File: config.mk
export PLATFORM = sky130hd
export DESIGN_NAME = blit_engine_control_status
export DESIGN_NICKNAME = d
export VERILOG_FILES = /design/src/include/blit_pkg.sv /design/src/hdl/blit_engine_control_status.sv
export SDC_FILE = /design/constraint.sdc
export NUM_CORES = 1
export LEC_CHECK = 0
export ABC_AREA = 1
export BUFFER_PORTS_ARGS = -buffer_cell sky130_fd_sc_hd__buf_4
export CORE_MARGIN = 2
export CORE_UTILIZATION = 35
export DETAILED_ROUTE_END_ITERATION = 16
export SKIP_CTS_REPAIR_TIMING = 1
export SLEW_MARGIN = 20
export SYNTH_ARGS = -nofsm -noshare
export SYNTH_HDL_FRONTEND = slang
export SYNTH_SLANG_ARGS = --single-unit
File: constraint.sdc
create_clock -name clk -period 1.6 [get_ports clk]
set_clock_uncertainty 0.1 [all_clocks]
set_input_delay 0.16 -clock clk [delete_from_list [all_inputs] [get_ports clk]]
set_output_delay 0.16 -clock clk [all_outputs]
set_load 0.01 [all_outputs]
File: src/include/blit_pkg.sv
// Package: register map, field positions and types of the block transfer control and status bank.
// Assumes a single clock domain and an AHB-Lite slave with 32-bit data.
package blit_pkg;

   // ----------------------------------------
   // Register map
   // ----------------------------------------
   localparam logic [15:0] CTRL_OFFSET = 16'h8000;
   localparam logic [15:0] STATUS_OFFSET = 16'h8004;
   localparam logic [15:0] LINE_OFFSET_OFFSET = 16'h8014;
   localparam logic [31:0] CTRL_RESET = 32'h00000000;
   localparam logic [31:0] STATUS_RESET = 32'h00000000;
   localparam logic [15:0] LINE_OFFSET_RESET = 16'h0000;

   // ----------------------------------------
   // Field positions
   // ----------------------------------------
   localparam int START_BIT = 0;
   localparam int SRC_LINEAR_BIT = 16;
   localparam int DST_LINEAR_BIT = 17;
   localparam int COLOR_16_BIT = 18;
   localparam int BUSY_BIT = 0;
   localparam int FULL_BIT = 4;
   localparam int HALF_BIT = 5;
   localparam int NOT_EMPTY_BIT = 6;
   localparam int USED_LSB = 24;
   localparam int FREE_LSB = 16;

   // ----------------------------------------
   // FIFO thresholds
   // ----------------------------------------
   localparam logic [4:0] FIFO_DEPTH = 5'h10;
   localparam logic [4:0] HALF_LEVEL = 5'h07;
   localparam logic [4:0] FULL_LEVEL = 5'h0F;
   localparam logic [4:0] RESUME_LEVEL = 5'h0E;

   // ----------------------------------------
   // Types
   // ----------------------------------------
   typedef struct packed {
      logic colorSixteen;
      logic dstLinear;
      logic srcLinear;
   } config_type;

   typedef struct packed {
      logic [31:0] addr;
      logic write;
      logic [1:0] trans;
   } ahb_addr_type;

endpackage : blit_pkg

File: src/hdl/blit_engine_control_status.sv
// Control and status register bank of the block transfer engine, AHB-Lite slave.
// Assumes the datapath reports FIFO occupancy and completion synchronously to clk.
`timescale 1ns/10ps
`default_nettype none
module blit_engine_control_status
   import blit_pkg::*;
(
   // Clock, reset and enable
   input wire logic clk,
   input wire logic srst,
   input wire logic clkEn,
   // AHB-Lite slave
   input wire logic hsel,
   input wire logic [31:0] haddr,
   input wire logic [1:0] htrans,
   input wire logic hwrite,
   input wire logic [2:0] hsize,
   input wire logic [31:0] hwdata,
   input wire logic hready,
   output logic [31:0] hrdata,
   output logic hreadyout,
   output logic hresp,
   // Datapath side
   input wire logic opDone,
   input wire logic readOp,
   input wire logic [4:0] fifoUsed,
   output logic startPulse,
   output logic colorSixteen,
   output logic dstLinear,
   output logic srcLinear,
   output logic [15:0] lineOffset,
   output logic readPause
);

   // ----------------------------------------
   // Address phase capture
   // ----------------------------------------
   logic wrPend_q;
   logic [15:0] wrAddr_q;
   config_type cfg_q;
   logic running_q;
   logic pause_q;
   logic [15:0] lineOffset_q;
   logic startPulse_q;
   logic [31:0] hrdata_q;
   ahb_addr_type req;

   assign req = '{addr: haddr, write: hwrite, trans: htrans};

   wire addrPhase = hsel && hready && req.trans[1];
   wire rdReq = addrPhase && !req.write;
   wire wrReq = addrPhase && req.write;
   wire wrCtrl = wrPend_q && (wrAddr_q == CTRL_OFFSET);
   wire wrLine = wrPend_q && (wrAddr_q == LINE_OFFSET_OFFSET);
   // A zero written to start while running is ignored; software must not rely on it.
   wire launch = wrCtrl && hwdata[START_BIT];

   // ----------------------------------------
   // FIFO status decode
   // ----------------------------------------
   wire [4:0] freeCount = FIFO_DEPTH - fifoUsed;
   wire isFull = fifoUsed >= FULL_LEVEL;
   wire isHalf = fifoUsed >= HALF_LEVEL;
   wire notEmpty = fifoUsed != 5'h00;
   wire pauseSet = readOp && running_q && (fifoUsed == FIFO_DEPTH);
   wire pauseClr = fifoUsed < RESUME_LEVEL;

   wire [31:0] statusWord = {3'h0, fifoUsed, 3'h0, freeCount, 9'h000,
                             notEmpty, isHalf, isFull, 3'h0, running_q};
   // Start reads back as zero; completion is only visible through the busy flag.
   wire [31:0] ctrlWord = {13'h0000, cfg_q, 16'h0000};
   wire [31:0] rdMux = (haddr[15:0] == STATUS_OFFSET) ? statusWord :
                       (haddr[15:0] == CTRL_OFFSET) ? ctrlWord :
                       (haddr[15:0] == LINE_OFFSET_OFFSET) ? {16'h0000, lineOffset_q} :
                       32'h00000000;

   // ----------------------------------------
   // Registers
   // ----------------------------------------
   always_ff @(posedge clk) begin
      if (srst) begin
         wrPend_q <= 1'b0;
         wrAddr_q <= 16'h0000;
         hrdata_q <= 32'h00000000;
         startPulse_q <= 1'b0;
      end else if (clkEn) begin
         wrPend_q <= wrReq;
         wrAddr_q <= haddr[15:0];
         hrdata_q <= rdReq ? rdMux : 32'h00000000;
         startPulse_q <= launch && !running_q;
      end
   end

   always_ff @(posedge clk) begin
      if (srst) begin
         cfg_q <= config_type'(CTRL_RESET[18:16]);
         lineOffset_q <= LINE_OFFSET_RESET;
      end else if (clkEn) begin
         if (wrCtrl && !running_q) begin
            cfg_q.colorSixteen <= hwdata[COLOR_16_BIT];
            cfg_q.dstLinear <= hwdata[DST_LINEAR_BIT];
            cfg_q.srcLinear <= hwdata[SRC_LINEAR_BIT];
         end
         if (wrLine) begin
            lineOffset_q <= hwdata[15:0];
         end
      end
   end

   // Launch wins over a same-cycle completion, but no start pulse issues if running_q was still set.
   always_ff @(posedge clk) begin
      if (srst) begin
         running_q <= STATUS_RESET[BUSY_BIT];
         pause_q <= 1'b0;
      end else if (clkEn) begin
         if (launch) begin
            running_q <= 1'b1;
         end else if (opDone) begin
            running_q <= 1'b0;
         end
         if (pauseSet) begin
            pause_q <= 1'b1;
         end else if (pauseClr || !running_q) begin
            pause_q <= 1'b0;
         end
      end
   end

   // ----------------------------------------
   // Outputs
   // ----------------------------------------
   assign hrdata = hrdata_q;
   assign hreadyout = 1'b1;
   assign hresp = 1'b0;
   assign startPulse = startPulse_q;
   assign colorSixteen = cfg_q.colorSixteen;
   assign dstLinear = cfg_q.dstLinear;
   assign srcLinear = cfg_q.srcLinear;
   assign lineOffset = lineOffset_q;
   assign readPause = pause_q;

endmodule : blit_engine_control_status
`default_nettype wire

After elaboration in Yosys (flattened, before gate mapping)
Cells that the tools add are included.

Register bits: 71.

Reductions and logical operators: 21. Muxes and demuxes: 8. Equality and inequality tests: 6. $add $sub $neg: 1. Magnitude comparators: 3.

Operators by type and width (number): == test 16 bit (second input constant) (5); two-way mux 29 bit (2); two-way mux 19 bit (1); two-way mux 16 bit (1); logical AND 1 bit (11); AND reduction 2 bit (4); == test 5 bit (second input constant) (1); >= comparator 5 x 3 -> 1 bit (second input constant) (1); >= comparator 5 x 4 -> 1 bit (second input constant) (1); < comparator 5 x 4 -> 1 bit (second input constant) (1); nonzero test 5 bit (1); subtractor 5 bit (first input constant) (1); two-way mux 1 bit (4); nonzero test 2 bit (2); zero test 1 bit (2); logical OR 1 bit (1).

Logic depth before layout (Yosys ltp)
Word-level depth: 5. Gate-level depth with buffers: 11.

Least setup slack after synthesis
OpenSTA, ideal clock, no wires.

Kind: reg2reg. Start: reg wrAddr_q[0]. End: reg lineOffset_q[13] (netlist: lineOffset[13]). Path buffers: 1. Setup time: 58 ps. Cell stages (with the launch flop): 8. Setup slack: 255 ps. Data arrival time: 1187 ps. Cells stage by stage: dfxtp_1 > nor2_1 > nand2_1 > nor3_1 > nand3_1 > clkbuf_1 > a21oi_1 > o21a_1.

Longest elaborated chain between the ends: 3.

RTL lines: start: declaration (line blit_engine_control_status.sv:39) `logic [15:0] wrAddr_q;`; start signal: assignment (line blit_engine_control_status.sv:88) `wrAddr_q <= haddr[15:0];`; == test 16 bit (line blit_engine_control_status.sv:54) `wire wrLine = wrPend_q && (wrAddr_q == LINE_OFFSET_OFFSET);`; logical AND 1 bit (line blit_engine_control_status.sv:54); AND reduction 2 bit (no line); end signal: assignment (line blit_engine_control_status.sv:105) `lineOffset_q <= hwdata[15:0];`; end: declaration (line blit_engine_control_status.sv:43) `logic [15:0] lineOffset_q;`.

Every way passes these cells. A chain may end at the register's enable or synchronous reset.

Worst setup path after layout
Start: reg wrAddr_q[0]. End: reg lineOffset_q[14] (netlist: lineOffset[14]).

Same word-level chain as after synthesis.

==> metrics <==
run status=complete, but fails checks; failing checks=hold timing; ranking of synthesized cells by area=dfxtp_1, nand2_1, a21oi_1, nor2_1, inv_1; n_diodes=0; clock tree root driver cell=clkbuf_8; Post-synth EDFFs=0; Synth Instances=roughly 390; DRC=0; Final Critical Period=1.496 ns; Min Hold Slack=-0.01565 ns; power density over cell area=about 830 nW/um2; Pre-Repair DR Iteration Count=4; Warnings, synthesis=0; setup ws final=between 0.1 and 0.15 ns; highest-count cells in the layout ignoring fill and taps=buf_4, nand2_1, dfxtp_1, nor2_1, a21oi_1; fin crit share=roughly 94%; setup_tns=0 ns; Max clock buf depth=2; CTS Buf Count=9; IO Port Bufs=95; Synth top area share=between 40 and 50%; Clk Latency, worst-skew pair=0.33 ns; row cnt=33; Antenna Nets Post-Route=0; CP max FO=32; initial antenna violation count=0; P&R area growth vs syn=44.79%; TritonCTS clock tree=yes; Placed Instances=577; Synth Register Bits=65; Top FF cell, synth=dfxtp_1; WP data required=roughly 1.8 ns; drt first-iter violations=63; CP Capture Type=register; WL final=around 7600 um; layout cells sized above 1=between 20% and 30%; dpl hpwl=between 5000 and 6000 um; Slew headroom=63.02%; worst vdd ir=about 480 uV; commonest non-fill, non-tap cell in the layout=buf_4; final hold vios=1; leading area contributor after synthesis=dfxtp_1; Initial Util=between 30% and 40%; vias in the first global route=approximately 2600; maxcap violations=0; post-synth cell types=28; pin count of the biggest net entering global routing=48; first-pass GRT wire length=11940 um; NumNets Final=595; grt ovf=0; static leakage=roughly 1.8 nW; WP data arrival=between 1.5 and 2 ns; Final Setup Violations=0; Clk pin slew, worst setup/hold paths=about 0.070 ns; max reg flops=26; Final Instance Count excl. Fillers=618; CORE AREA=around 8100 um2; Worst Hold Class=in2reg; routed len/inst=between 10 and 15 um; via count=about 2800; Synth Cell Area=between 2000 and 3000 um2; CTS sink count=65; gp weighted congestion=about 0.86; Die Width=94.93 um; gr usage total=around 17%; Setup Slack @ Placement=0.1115 ns; Setup CP Type=reg2reg; fmax=~0.67 GHz; Slew Limit Fails=0; Via density=4.566; H-tree depth=3; Post-Route Utilization=between 50% and 60%; Tot Pwr=around 0.0035 W; Synth Area per Inst=around 7.5 um2; asr flop ratio synth=0%; I/O pins=137; worst slew pin tran=between 0.5 and 0.6 ns; Die Y=~95 um; Seq/Total Area, Yosys=approximately 45%; Die ar.=about 9000 um2; Worst setup SP type=register
==> Yosys cell counts, types with 2 or more instances <==
cell	number
inv_2	2
a31oi_1	2
a21oi_2	10
o21a_1	17
nand3_1	18
buf_4	8
buf_1	2
inv_1	39
a21oi_1	40
nand2_1	70
conb_1	2
nand4_1	7
ha_1	4
clkbuf_1	13
dfxtp_1	65
nand2_2	10
nor2_1	49
buf_2	3
o21ai_0	18
==> area by class of cell <==
class	instances	area, um2
fillers	798	3944
multi-input cells	259	1303
flip-flops and latches	65	1301
repair buffers	132	1081
clock buffers	13	178.9
inverters	42	160.2
well taps	105	131.4
clock inverters	2	35.03
==> worst max-delay path, stage by stage (launching register included) <==
cell and delay (ns):
dfxtp_1 0.31, nor2_1 0.15, nand2_1 0.06, nor3_1 0.14, nand3_1 0.15, buf_12 0.19, a21oi_1 0.18, o21a_1 0.14
==> where the power goes <==
group	internal [W]	total, W	switching, W
sequential	0.00165	0.00166	0.0000104
combinational	0.000160	0.000318	0.000158
clock	0.000880	0.00150	0.000618
total	0.00269	0.00347	0.000786
==> metrics by stage <==
step / hold WS [ns] / cell area (um2)
3_3_place_gp: 0.2674 / 3711
2_1_floorplan: 0.1841 / 2917
6_report: -0.01565 / 4190
3_5_place_dp: 0.2717 / 3711
5_1_grt: 0.001525 / 4190
4_1_cts: -0.08791 / 3925
==> worst paths after layout <==
check,cells past startpoint,endpoint,start,slack (ns)
setup / recovery,7,lineOffset[14],wrAddr_q[0],0.10
hold / removal,3,wrAddr_q[14],haddr[14],-0.02
setup reg to reg,7,lineOffset[14],wrAddr_q[0],0.10
hold reg to reg,2,wrAddr_q[8],wrAddr_q[8],0.36
==> routing by layer <==
layer | global-route usage, % | part of all wire, % | up-vias
li1 | - | - | 1465
met1 | 20.63 | 46 | 1268
met2 | 27.90 | 47 | 80
met3 | 5.906 | 6.5 | 9
met4 | 6.643 | 1.3 | 0
met5 | 0 | 0 | -
==> cell families (layout without fill, tap and decap cells) <==
kind of cell	count (synthesis)	after routing	synth area share [%]
other	2	8	0.2595
and+or+nand+nor	158	158	23.61
xor gates and xnor gates	1	1	0.3027
adders and majority gates	4	4	1.729
AOI/OAI and AO/OA	88	88	18.16
DFF	65	65	44.96
buffers and inverters	70	189	10.98
No activity file was read; power rests on OpenSTA's default activity.
